===== src/sss_pkg.sv =====
// Constants for the synchronous slave serial port: register map,
// field positions, reset values and word sizes.
// Assumes a 32-bit Avalon-MM slave with byte addresses and 8-bit registers.
package sss_pkg;

  // Bus geometry
  localparam int          ADDR_W      = 6;
  localparam int          BUS_W       = 32;
  localparam int          REG_W       = 8;
  localparam int          BE_W        = 4;

  // Register byte offsets
  localparam logic [5:0]  OFF_RX_STAT = 6'h00; // receive_status_control
  localparam logic [5:0]  OFF_TX_HOLD = 6'h04; // transmit_holding
  localparam logic [5:0]  OFF_TX_STAT = 6'h08; // transmit_status_control
  localparam logic [5:0]  OFF_RATE    = 6'h0c; // rate_control
  localparam logic [5:0]  OFF_DIV_HI  = 6'h10; // rate_divider_high
  localparam logic [5:0]  OFF_DIV_LO  = 6'h14; // rate_divider_low
  localparam logic [5:0]  OFF_RX_HOLD = 6'h18; // receive_holding
  localparam logic [5:0]  OFF_FLAGS   = 6'h1c; // flags and interrupt enables

  // transmit_status_control fields
  localparam int          TX_CLOCK_SOURCE_SELECT     = 7;
  localparam int          TX_NINE     = 6;
  localparam int          TX_ON       = 5;
  localparam int          TX_SYNC     = 4;
  localparam int          TX_EMPTY    = 1;
  localparam int          TX_NINTH    = 0;

  // receive_status_control fields
  localparam int          RX_SERIAL_PORT_ENABLE     = 7;
  localparam int          RX_NINE     = 6;
  localparam int          RX_SINGLE_RECEIVE_ENABLE     = 5;
  localparam int          RX_CONTINUOUS_RECEIVE_ENABLE     = 4;
  localparam int          RX_FERR     = 2;
  localparam int          RX_OERR     = 1;
  localparam int          RX_NINTH    = 0;

  // rate_control fields
  localparam int          RATE_IDLE   = 6;
  localparam int          RATE_SCKP   = 4;

  // Flags register fields
  localparam int          FL_TXF      = 0;
  localparam int          FL_RXF      = 1;
  localparam int          FL_TXIE     = 2;
  localparam int          FL_RXIE     = 3;

  // Writable masks and reset values
  localparam logic [7:0]  TX_WR_MASK  = 8'hfd;
  localparam logic [7:0]  RX_WR_MASK  = 8'hf8;
  localparam logic [7:0]  RATE_WR_MASK = 8'hbf;
  localparam logic [7:0]  FL_WR_MASK  = 8'h0c;
  localparam logic [7:0]  REG_RESET   = 8'h00;

  // Word sizes in shift clock periods
  localparam int          WORD_MAX    = 9;
  localparam int          CNT_W       = 4;
  localparam logic [3:0]  LAST_8      = 4'h7;
  localparam logic [3:0]  LAST_9      = 4'h8;
  localparam logic [3:0]  CNT_ZERO    = 4'h0;
  localparam logic [3:0]  CNT_ONE     = 4'h1;

  // Pin synchroniser lanes
  localparam int          PIN_W       = 2;
  localparam int          PIN_CK      = 0;
  localparam int          PIN_DT      = 1;

  typedef enum logic [0:0] {
    SSS_TX_IDLE  = 1'b0,
    SSS_TX_SHIFT = 1'b1
  } sss_tx_state_t;

endpackage


===== src/sss_slave.sv =====
// Synchronous slave serial port: registers on Avalon-MM, shift clock and
// data arrive from an external master on pins.
// Assumes the master drives the shift clock; data pin is shared, the
// testbench resolves it from the active-low output enable.
//
// How it works
// - Slave mode while clock source bit clear
// - Shift clock comes only from pin
// - Shifting needs sys_clk to sample the pin edges
// - Transmit matches master transmit behaviour
// - First word loads shifter at once
// - Second word waits, transmit flag clear
// - After shift-out reload, then set flag
// - Transmit flag with enable raises wake
// - Transmitter on, then write starts word
// - Single receive enable ignored in slave
// - Continuous receive completes words anytime
// - Completed word moves to receive holding
// - Receive flag with enable raises wake
// - Receive flag set on completed word
// - Status gives ninth bit, errors; holding data
// - Clearing continuous receive clears errors
// - Receive data sampled on falling clock
//
// Implementation choices: the Avalon-MM interface to the registers and the register offsets.
`timescale 1ns/100ps
`default_nettype none
module sss_slave (
  // Clock and reset
  input  wire logic                      sys_clk,
  input  wire logic                      rst_b,
  // Avalon-MM slave
  input  wire logic [sss_pkg::ADDR_W-1:0] avs_address,
  input  wire logic                      avs_read,
  input  wire logic                      avs_write,
  input  wire logic [sss_pkg::BUS_W-1:0] avs_writedata,
  input  wire logic [sss_pkg::BE_W-1:0]  avs_byteenable,
  output logic      [sss_pkg::BUS_W-1:0] avs_readdata_q,
  output logic                           avs_waitrequest_q,
  // Link pins
  input  wire logic                      shift_clock_pin,
  input  wire logic                      data_pin_in,
  output logic                           data_pin_out_q,
  output logic                           data_pin_oe_b_q,
  // Wake request and flags
  output logic                           wake_q,
  output logic                           transmit_flag_q,
  output logic                           receive_flag_q
);
  import sss_pkg::*;

  // Register state
  logic [REG_W-1:0]    tx_stat_q;
  logic [REG_W-1:0]    rx_stat_q;
  logic [REG_W-1:0]    rate_q;
  logic [REG_W-1:0]    div_hi_q;
  logic [REG_W-1:0]    div_lo_q;
  logic [REG_W-1:0]    tx_hold_q;
  logic                tx_hold_full_q;
  logic [REG_W-1:0]    rx_hold_q;
  logic                rx_full_q;
  logic                rx_ninth_q;
  logic                overrun_q;
  logic                txie_q;
  logic                rxie_q;

  // Shift state
  sss_tx_state_t       tx_state_q;
  logic [WORD_MAX-1:0] tx_sh_q;
  logic [CNT_W-1:0]    tx_cnt_q;
  logic                tx_nine_q;
  logic [WORD_MAX-1:0] rx_sh_q;
  logic [CNT_W-1:0]    rx_cnt_q;
  logic [WORD_MAX-1:0] rx_word_d;

  // Pin edges
  logic [PIN_W-1:0]    pin_lvl;
  logic                ck_prev_q;
  logic                ck_now;
  logic                ck_rise;
  logic                ck_fall;

  // Bus decode
  logic                take;
  logic                ack;
  logic                wr_ok;
  logic                rd_take;
  logic [REG_W-1:0]    wbyte;
  logic [REG_W-1:0]    rdata_d;

  // Mode and sequencing
  logic                slave_on;
  logic                tx_active;
  logic                rx_active;
  logic                tx_load;
  logic                tx_done;
  logic                rx_done;
  logic [CNT_W-1:0]    tx_last;
  logic [CNT_W-1:0]    rx_last;
  logic                rx_pop;

  sss_sync #(
    .W (PIN_W)
  ) u_sync (
    .sys_clk (sys_clk),
    .rst_b   (rst_b),
    .pin_in  ({data_pin_in, shift_clock_pin}),
    .level_q (pin_lvl)
  );

  // Edges found on the external clock; polarity bit flips the sense
  assign ck_now  = pin_lvl[PIN_CK] ^ rate_q[RATE_SCKP];
  assign ck_rise = ck_now & ~ck_prev_q;
  assign ck_fall = ~ck_now & ck_prev_q;

  // Previous clock level for edge detection
  always_ff @(posedge sys_clk) begin
    if (!rst_b) begin
      ck_prev_q <= 1'b0;
    end else begin
      ck_prev_q <= ck_now;
    end
  end

  assign slave_on  = rx_stat_q[RX_SERIAL_PORT_ENABLE] & tx_stat_q[TX_SYNC] & ~tx_stat_q[TX_CLOCK_SOURCE_SELECT];
  // Of the two receive enables, only continuous enable gates the receiver
  assign rx_active = slave_on & rx_stat_q[RX_CONTINUOUS_RECEIVE_ENABLE];
  // Receive owns the shared data pin, so transmit yields to it
  assign tx_active = slave_on & tx_stat_q[TX_ON] & ~rx_stat_q[RX_CONTINUOUS_RECEIVE_ENABLE];

  // One wait cycle per access; request seen while waitrequest is high
  // Completes in the low cycle, so writes and pops land only on that edge
  assign take    = (avs_read | avs_write) & avs_waitrequest_q;
  assign ack     = (avs_read | avs_write) & ~avs_waitrequest_q;
  assign wr_ok   = ack & avs_write & avs_byteenable[0];
  assign rd_take = take & avs_read;
  assign wbyte   = avs_writedata[REG_W-1:0];
  assign rx_pop  = ack & avs_read & (avs_address == OFF_RX_HOLD);

  // Waitrequest drops for exactly the answering cycle
  always_ff @(posedge sys_clk) begin
    if (!rst_b) begin
      avs_waitrequest_q <= 1'b1;
    end else begin
      avs_waitrequest_q <= ~take;
    end
  end

  // Read mux; unmapped offsets read zero
  always_comb begin
    rdata_d = REG_RESET;
    unique case (avs_address)
      OFF_RX_STAT: begin
        rdata_d           = rx_stat_q;
        rdata_d[RX_FERR]  = 1'b0; // No framing errors in synchronous mode
        rdata_d[RX_OERR]  = overrun_q;
        rdata_d[RX_NINTH] = rx_ninth_q;
      end
      OFF_TX_STAT: begin
        rdata_d           = tx_stat_q;
        rdata_d[TX_EMPTY] = (tx_state_q == SSS_TX_IDLE);
      end
      OFF_RATE: begin
        rdata_d            = rate_q;
        rdata_d[RATE_IDLE] = (rx_cnt_q == CNT_ZERO);
      end
      OFF_DIV_HI:  rdata_d = div_hi_q;
      OFF_DIV_LO:  rdata_d = div_lo_q;
      OFF_RX_HOLD: rdata_d = rx_hold_q;
      OFF_FLAGS: begin
        rdata_d[FL_TXF]  = ~tx_hold_full_q;
        rdata_d[FL_RXF]  = rx_full_q;
        rdata_d[FL_TXIE] = txie_q;
        rdata_d[FL_RXIE] = rxie_q;
      end
      default: rdata_d = REG_RESET;
    endcase
  end

  // Read data captured with the request; upper lanes stay zero
  always_ff @(posedge sys_clk) begin
    if (!rst_b) begin
      avs_readdata_q <= '0;
    end else if (rd_take) begin
      avs_readdata_q <= {{(BUS_W-REG_W){1'b0}}, rdata_d};
    end
  end

  // Control registers written from the bus
  always_ff @(posedge sys_clk) begin
    if (!rst_b) begin
      tx_stat_q <= REG_RESET;
      rx_stat_q <= REG_RESET;
      rate_q    <= REG_RESET;
      div_hi_q  <= REG_RESET;
      div_lo_q  <= REG_RESET;
      txie_q    <= 1'b0;
      rxie_q    <= 1'b0;
    end else if (wr_ok) begin
      unique case (avs_address)
        OFF_TX_STAT: tx_stat_q <= wbyte & TX_WR_MASK;
        OFF_RX_STAT: rx_stat_q <= wbyte & RX_WR_MASK;
        OFF_RATE:    rate_q    <= wbyte & RATE_WR_MASK;
        OFF_DIV_HI:  div_hi_q  <= wbyte; // Stored only; no rate generator here
        OFF_DIV_LO:  div_lo_q  <= wbyte;
        OFF_FLAGS: begin
          txie_q <= wbyte[FL_TXIE];
          rxie_q <= wbyte[FL_RXIE];
        end
        default: ;
      endcase
    end
  end

  // Word lengths follow the nine-bit selects
  assign tx_last = tx_nine_q ? LAST_9 : LAST_8;
  assign rx_last = rx_stat_q[RX_NINE] ? LAST_9 : LAST_8;

  // Idle shifter takes a waiting word at once
  // Finished word pulls the next one in
  assign tx_done = tx_active & (tx_state_q == SSS_TX_SHIFT) & ck_fall & (tx_cnt_q == tx_last);
  assign tx_load = tx_active & tx_hold_full_q & ((tx_state_q == SSS_TX_IDLE) | tx_done);

  // Holding register fills on write; load empties it
  // Word waits while shifter busy, flag stays clear
  always_ff @(posedge sys_clk) begin
    if (!rst_b) begin
      tx_hold_q      <= REG_RESET;
      tx_hold_full_q <= 1'b0;
    end else begin
      if (tx_load) begin
        tx_hold_full_q <= 1'b0;
      end
      // A write in the load cycle still counts as a new word
      if (wr_ok && avs_address == OFF_TX_HOLD) begin
        tx_hold_q      <= wbyte;
        tx_hold_full_q <= 1'b1;
      end
    end
  end

  // Transmit shifter, one bit per external clock period
  // Steps on pin edges sampled by sys_clk, so it stops if sys_clk stops
  always_ff @(posedge sys_clk) begin
    if (!rst_b) begin
      tx_state_q <= SSS_TX_IDLE;
      tx_sh_q    <= '0;
      tx_cnt_q   <= CNT_ZERO;
      tx_nine_q  <= 1'b0;
    end else if (!tx_active) begin
      tx_state_q <= SSS_TX_IDLE;
      tx_cnt_q   <= CNT_ZERO;
    end else if (tx_load) begin
      // Ninth bit latched with the data
      tx_sh_q    <= {tx_stat_q[TX_NINTH], tx_hold_q};
      tx_nine_q  <= tx_stat_q[TX_NINE];
      tx_cnt_q   <= CNT_ZERO;
      tx_state_q <= SSS_TX_SHIFT;
    end else begin
      unique case (tx_state_q)
        SSS_TX_IDLE: tx_cnt_q <= CNT_ZERO;
        SSS_TX_SHIFT: begin
          if (tx_done) begin
            tx_state_q <= SSS_TX_IDLE;
            tx_cnt_q   <= CNT_ZERO;
          end else if (ck_fall) begin
            tx_cnt_q <= tx_cnt_q + CNT_ONE;
          end
        end
      endcase
    end
  end

  // Data changes on rising clock so the master samples it on falling
  always_ff @(posedge sys_clk) begin
    if (!rst_b) begin
      data_pin_out_q <= 1'b1;
    end else if (!tx_active || tx_state_q == SSS_TX_IDLE) begin
      data_pin_out_q <= 1'b1;
    end else if (ck_rise) begin
      data_pin_out_q <= tx_sh_q[tx_cnt_q];
    end
  end

  // Drive the data pin whenever the transmitter is active, idle or shifting
  always_ff @(posedge sys_clk) begin
    if (!rst_b) begin
      data_pin_oe_b_q <= 1'b1;
    end else begin
      data_pin_oe_b_q <= ~tx_active;
    end
  end

  // Completing word includes the bit sampled this cycle
  always_comb begin
    rx_word_d           = rx_sh_q;
    rx_word_d[rx_cnt_q] = pin_lvl[PIN_DT];
  end

  // Receiver steps only on sys_clk samples of the pin clock
  assign rx_done = rx_active & ck_fall & (rx_cnt_q == rx_last);

  always_ff @(posedge sys_clk) begin
    if (!rst_b) begin
      rx_sh_q  <= '0;
      rx_cnt_q <= CNT_ZERO;
    end else if (!rx_active) begin
      rx_cnt_q <= CNT_ZERO;
    end else if (ck_fall) begin
      rx_sh_q  <= rx_word_d;
      rx_cnt_q <= rx_done ? CNT_ZERO : rx_cnt_q + CNT_ONE;
    end
  end

  // Word moves to holding unless holding still full
  // Receive flag set on completion; set beats a same-cycle read
  always_ff @(posedge sys_clk) begin
    if (!rst_b) begin
      rx_hold_q  <= REG_RESET;
      rx_ninth_q <= 1'b0;
      rx_full_q  <= 1'b0;
    end else begin
      if (rx_pop) begin
        rx_full_q <= 1'b0;
      end
      if (rx_done && (!rx_full_q || rx_pop)) begin
        rx_hold_q  <= rx_word_d[REG_W-1:0];
        rx_ninth_q <= rx_stat_q[RX_NINE] & rx_word_d[REG_W];
        rx_full_q  <= 1'b1;
      end
    end
  end

  // Overrun held until continuous receive is cleared
  always_ff @(posedge sys_clk) begin
    if (!rst_b) begin
      overrun_q <= 1'b0;
    end else if (rx_done && rx_full_q && !rx_pop) begin
      overrun_q <= 1'b1;
    end else if (!rx_stat_q[RX_CONTINUOUS_RECEIVE_ENABLE]) begin
      overrun_q <= 1'b0;
    end
  end

  // Transmit wake when holding empty and enabled
  // Receive wake when word waiting and enabled
  always_ff @(posedge sys_clk) begin
    if (!rst_b) begin
      wake_q          <= 1'b0;
      transmit_flag_q <= 1'b0;
      receive_flag_q  <= 1'b0;
    end else begin
      wake_q          <= (~tx_hold_full_q & txie_q) | (rx_full_q & rxie_q);
      transmit_flag_q <= ~tx_hold_full_q;
      receive_flag_q  <= rx_full_q;
    end
  end

endmodule // sss_slave
`default_nettype wire


===== src/sss_sync.sv =====
// Three-stage pin synchroniser with agreement filter, one lane per bit.
// Assumes inputs are asynchronous to sys_clk; output moves once stages two
// and three agree.
`timescale 1ns/100ps
`default_nettype none
module sss_sync #(
  parameter int W = 2
) (
  // Clock and reset
  input  wire logic         sys_clk,
  input  wire logic         rst_b,
  // Pins in, filtered levels out
  input  wire logic [W-1:0] pin_in,
  output logic      [W-1:0] level_q
);

  genvar i;
  generate
    for (i = 0; i < W; i++) begin : g_lane
      logic s1_q;
      logic s2_q;
      logic s3_q;
      // Stage one is seen only by stage two
      always_ff @(posedge sys_clk) begin
        if (!rst_b) begin
          s1_q <= 1'b0;
          s2_q <= 1'b0;
          s3_q <= 1'b0;
        end else begin
          s1_q <= pin_in[i];
          s2_q <= s1_q;
          s3_q <= s2_q;
        end
      end
      // Accept a change only when two late stages agree
      always_ff @(posedge sys_clk) begin
        if (!rst_b) begin
          level_q[i] <= 1'b0;
        end else if (s2_q == s3_q) begin
          level_q[i] <= s3_q;
        end
      end
    end
  endgenerate

endmodule // sss_sync
`default_nettype wire

===== config.mk =====
export PLATFORM = sky130hd
export DESIGN_NAME = sss_slave
export DESIGN_NICKNAME = d
export VERILOG_FILES = /design/src/sss_pkg.sv /design/src/sss_slave.sv /design/src/sss_sync.sv
export SDC_FILE = /design/constraint.sdc
export NUM_CORES = 1
export LEC_CHECK = 0
export BUFFER_PORTS_ARGS = -buffer_cell sky130_fd_sc_hd__buf_2
export CORE_UTILIZATION = 50
export DETAILED_ROUTE_END_ITERATION = 16
export PLACE_DENSITY = 0.79
export SYNTH_ARGS = -nofsm -noshare
export SYNTH_HDL_FRONTEND = slang
export SYNTH_HIERARCHICAL = 1
export SYNTH_SLANG_ARGS = --single-unit
export TNS_END_PERCENT = 5

===== constraint.sdc =====
create_clock -name sys_clk -period 2.3 [get_ports sys_clk]
set_input_delay 0.115 -clock sys_clk [delete_from_list [all_inputs] [get_ports sys_clk]]
set_output_delay 0.115 -clock sys_clk [all_outputs]
set_load 0.01 [all_outputs]

## Word-level counts from Yosys, hierarchy flattened

Cells that the tools add are included.

| word-level totals | value |
|---|---|
| register bits | 108 |
| input bits | 48 |
| output and inout bits | 38 |
| word-level logic and storage cells | 139 |

| cells by class | value |
|---|---|
| $add $sub $neg | 2 |
| $lt $le $gt $ge | 3 |
| eq/ne operators | 13 |
| muxes and demuxes | 22 |
| bitwise gates (word level) | 38 |
| reductions and logical operators | 26 |

Operators with widths:

| cell | count |
|---|---|
| case mux 4 bit (7 select lines) | 1 |
| bitwise AND 1 bit | 24 |
| equality test 6 x 5 -> 1 bit, second input constant | 4 |
| case mux 4 bit (6 select lines) | 1 |
| 2-to-1 mux 4 bit | 5 |
| AND reduction 2 bit | 10 |
| equality test 6 x 4 -> 1 bit, second input constant | 2 |
| 2-to-1 mux 1 bit | 11 |
| less-than comparator 4 x 5 -> 1 bit, second input constant | 2 |
| NOT 1 bit | 10 |
| bitwise mux 9 bit | 1 |
| adder 4 x 1 -> 4 bit, second input constant | 2 |
| equality test 4 bit | 2 |
| case mux 4 bit (2 select lines) | 1 |
| equality test 6 x 3 -> 1 bit, second input constant | 1 |
| zero test 6 bit | 1 |
| logical AND 1 bit | 5 |
| binary-select mux 1 bit (select 4 bit) | 1 |
| demux 1 bit (select 4 bit) | 1 |
| >= comparator 4 x 1 -> 1 bit, second input constant | 1 |
| zero test 4 bit | 1 |
| nonzero test 2 bit | 2 |
| zero test 1 bit | 3 |
| inequality test 3 x 1 -> 1 bit, second input constant | 1 |
| 7 further kinds | 11 |

## Longest topological paths before layout

| depth | value |
|---|---|
| depth after elaboration | 11 |
| gate-level depth with buffers | 6 |
| mapped depth without buffers | 6 |

## Hierarchy

The synthesis kept the hierarchy.

By module, submodules not included:

| module | times used | cells an instance | area an instance (um^2) | sequential area each (um^2) |
|---|---|---|---|---|
| sss_slave | 1 | 525 | 4792.1 | 2001.9 |
| sss_sync | 1 | 20 | 237.7 | 160.2 |

## Worst setup path before layout

No wires, ideal clock.

| path | value |
|---|---|
| kind | register to register |
| start | reg avs_waitrequest_q |
| end | reg tx_hold_q[0] |
| library setup time | 0.128 ns |
| arrival time | 1.654 ns |
| required time | 2.172 ns |
| setup slack | 0.518 ns |
| stages on the path, launching flop included | 6 |
| path buffers | 1 |
| period minus slack after synthesis | 1.782 ns |
| cells stage by stage | dfxtp_1 nand3b_1 or4_1 buf_2 mux2i_1 nor2_1 |

| on the way | value |
|---|---|
| longest elaborated chain between the ends | 5 |

RTL lines:

| item | RTL line | source |
|---|---|---|
| from (decl) | sss_slave.sv:39 | `output logic avs_waitrequest_q,` |
| from (signal assigned) | sss_slave.sv:145 | `avs_waitrequest_q <= ~take;` |
| NOT 1 bit | sss_slave.sv:134 | `assign ack = (avs_read \| avs_write) & ~avs_waitrequest_q;` |
| bitwise AND 1 bit | sss_slave.sv:134 |  |
| bitwise AND 1 bit (2 in series) | sss_slave.sv:135 | `assign wr_ok = ack & avs_write & avs_byteenable[0];` |
| logical AND 1 bit | sss_slave.sv:235 | `if (wr_ok && avs_address == OFF_TX_HOLD) begin` |
| to (signal assigned) | sss_slave.sv:236 | `tx_hold_q <= wbyte;` |
| to (decl) | sss_slave.sv:58 | `logic [REG_W-1:0] tx_hold_q;` |

No other way between the ends.
A chain may end at the register's enable or synchronous reset.

## Worst setup path after layout

| path | value |
|---|---|
| start | reg tx_cnt_q[0] |
| end | reg tx_sh_q[5] |

| on the way | value |
|---|---|
| longest elaborated chain between the ends | 5 |

RTL lines:

| item | RTL line | source |
|---|---|---|
| from (decl) | sss_slave.sv:70 | `logic [CNT_W-1:0] tx_cnt_q;` |
| from (signal assigned) | sss_slave.sv:267 | `tx_cnt_q <= tx_cnt_q + CNT_ONE;` |
| equality test 4 bit | sss_slave.sv:221 | `assign tx_done = tx_active & (tx_state_q == SSS_TX_SHIFT) & ck_fall & (tx_cnt_q == tx_last);` |
| bitwise AND 1 bit | sss_slave.sv:221 |  |
| OR 1 bit | sss_slave.sv:222 | `assign tx_load = tx_active & tx_hold_full_q & ((tx_state_q == SSS_TX_IDLE) \| tx_done);` |
| bitwise AND 1 bit | sss_slave.sv:222 |  |
| AND reduction 2 bit (no source line) | n/a |  |
| to (signal assigned) | sss_slave.sv:255 | `tx_sh_q <= {tx_stat_q[TX_NINTH], tx_hold_q};` |
| to (decl) | sss_slave.sv:69 | `logic [WORD_MAX-1:0] tx_sh_q;` |

No other way between the ends.

==> flow_summary.yaml <==
outcome:
  status: "completed"
critical_path:
  cp.depth: 5
  r2r-start: "tx_cnt_q[0]"
  r2r-end: "tx_sh_q[5]"
  cp.arrival_ns: 2.32
  critical_path.max_stage_delay_ns: 0.43
  required_ns: 2.61
  cp-start-kind: "register"
  rr_worst_depth: 5
  ff2ff_setup_slack_ns: 0.30
  slowest_stage: "nor4b_1"
  cp.buffers_inverters: 1
  cp_cell_sequence: "nor4b_1, a22oi_1, o31ai_2, buf_4, mux2i_1"
  crit_path_end_kind: "register"
  crit_fanout: 9
  path_class: "reg2reg"
  path_delay_family: "compound AO/OA/AOI/OAI gates"
die:
  die_h_um: 102
  rows: 36
  die_area_mm2: 0.0105
  io_pins: 86
  core-area_mm2: 0.00977
  die_w_um: 102
  start_util_pct: 51.5
yosys:
  ys.flop_type: "dfxtp_1"
  ys_seq_area_share_pct: 43.0
  syn_area_per_cell_um2: 9.23
  synthesis.area_mm2: 0.00503
  yosysTopAreaCellShare_pct: 43.0
  netlist-cell-type-count: 61
  synth-edff-count: 0
  synthTopCellsByArea: "dfxtp_1, mux2i_1, nand2_1"
  yosysTopAreaCell: "dfxtp_1"
  yosys_register_bits: 108
  synth_warnings: 6
  yosysMostFrequentCell: "dfxtp_1"
  yosys-top-cells-count: "dfxtp_1, mux2i_1, nand2_1"
  synthCells: 545
  async_reset_ff_share_pct: 0
finish:
  fin_area_mm2: 0.00552
  final_nets: 627
  nFillCells: 864
  syn_to_final_growth_pct: 9.78
  drive_gt1_share_pct: 14.3
  diodes: 0
pwr:
  cellPowerDensity_mw_per_mm2: 615
  fin_total_pwr_mw: 3.39
  leakage_nw: 2.04
  irDropWorstVdd_v: 0.000470
cts:
  worstSkewPairLatency_ns: 0.39
  post-cts-setup-buffers: 0
  cts_sinks: 108
  cts_buffers: 9
  cts.path.max_buffers: 2
  clkTransAtPathRegs_ns: 0.10
  cts_tree: "yes"
  clock-root-buffer: "clkbuf_8"
  ctsHtreeMaxLevel: 3
global_route:
  overflow: 0
  grt_max_degree: 65
  grt_pass1_vias: 3791
  groute.usage.overall_pct: 24.1
  grt_pass1_wl_mm: 19.0
  antenna_found_initial: 0
sta:
  finalSetupViolations: 0
  maxSlewViolCount: 0
  tightest_slew_ns: 0.773
  fin_ws_ns: 0.299
  finalHoldViolations: 0
  max_slew_margin_pct: 48.0
  skew_ns: 0.0120
  fmax_ghz: 0.500
  finalCritPeriodShare_pct: 87.0
  layout_min_cycle_time_ns: 2.00
  rsz0062_at_grt: "no"
  fin_setup_tns_ns: 0
  fin_hold_ws_ns: 0.0215
route:
  routedWlPerCell_um: 16.8
  vias_per_cell: 5.76
  first_iter_violations: 251
  drc: 0
  firstDrtPassIters: 5
  ant_nets: 0
  drt-total-wl_mm: 11.9
  vias: 4103
placed_design:
  port_buffers: 34
  place_area_mm2: 0.00525
  dp_slack_ns: 0.255
  place.gp.congestion: 0.871
  dp_hpwl_mm: 8.18
worst_hold_path:
  whs_path_depth: 3
  min_to: "div_hi_q[1]"
  hold_class: "in2reg"
  hold_start: "avs_writedata[1]"
run:
  drv_cap: 0
[layout by cell type, fill, tap and decap left out, types with 6 or more instances in the layout]
cell,instances
and2_2,6
o21ai_0,8
inv_1,9
clkbuf_8,11
a31oi_1,8
conb_1,24
dfxtp_1,108
a22oi_1,7
and3_1,12
buf_4,14
buf_2,34
a221oi_1,8
nand2_1,56
a311oi_1,11
a21oi_1,21
mux2i_1,63
nand3_1,21
nor2_1,53
nor3_1,8
[where the power goes]
| group | switching (mW) | internal (mW) |
|---|---|---|
| clock network | 0.655 | 0.676 |
| registers | 0.00779 | 1.88 |
| logic | 0.125 | 0.0495 |
| total | 0.788 | 2.61 |
[metal layers]
metal	GRT usage (%)	wire [um]	part of all wire, %
met4	10.3	324	2.7
met2	38.5	5510	46
met1	30.9	5280	44
met3	6.22	830	6.9
met5	0	0	0
[state kept, by name (all words and copies together) (netlist names), 2 cells and up]
| signal | cells |
|---|---|
| rx_hold_q | 8 |
| u_sync/g_lane.s2_q | 2 |
| avs_readdata_q | 8 |
| tx_stat_q | 7 |
| div_hi_q | 8 |
| tx_hold_q | 8 |
| u_sync/g_lane.s1_q | 2 |
| tx_cnt_q | 4 |
| tx_sh_q | 9 |
| rx_sh_q | 9 |
| rx_stat_q | 5 |
| u_sync/g_lane.s3_q | 2 |
| div_lo_q | 8 |
| rate_q | 7 |
| rx_cnt_q | 4 |
| u_sync/level_q | 2 |
[through the flow]
stage	utilization, %	instances
3_5_place_dp	53.7	692
2_1_floorplan	-	568
3_3_place_gp	53.7	692
4_1_cts	56.5	712
6_report	56.5	712
5_1_grt	56.5	712
[worst max-delay path by stage]
stage / start / slack [ns] / end
floorplan: avs_waitrequest_q / 0.52 / tx_hold_q[0]
global placement: avs_address[4] / 0.34 / rx_hold_q[3]
detailed placement: avs_address[4] / 0.25 / rx_hold_q[2]
CTS: tx_cnt_q[0] / 0.28 / tx_sh_q[5]
global route: tx_cnt_q[0] / 0.14 / tx_sh_q[5]
finish: tx_cnt_q[0] / 0.30 / tx_sh_q[5]
[final cells by class]
class,instances,area [um^2],area share (%)
multi-input cells,392,2590,46.8
flip-flops and latches,108,2160,39.2
repair buffers,53,335,6.07
well taps,133,166,3.01
clock buffers,11,151,2.74
clock inverters,5,82.6,1.50
inverters,10,37.5,0.680
[cell families (layout without fill, tap and decap cells)]
kind of cell             count (synthesis)  after routing  synth area share (%)
AND/OR/NAND/NOR                        196            196                  19.9
XOR/XNOR                                 6              6                  1.04
flip-flops                             108            108                  43.0
adder cells (fa/ha/maj)                  5              5                  1.24
AO/OA/AOI/OAI                           95             95                  13.7
buffers and inverters                   68             79                  7.41
multiplexers                            66             66                  13.7
other                                    1             24                0.0746
[worst reg2reg max path, cell delays in order (launching register included)]
cell     delay, ns
dfxtp_1       0.41
nor4b_1       0.43
a22oi_1       0.21
o31ai_2       0.37
buf_4         0.28
mux2i_1       0.22
[timing repair]
action / in CTS / in global routing
hold buffers: 4 / 0
endpoints found under the setup margin: 0 / 0
gates resized for setup: 0 / 0
endpoints found under the hold margin: 3 / 0
Note: power is estimated with default switching activity, not from simulation.
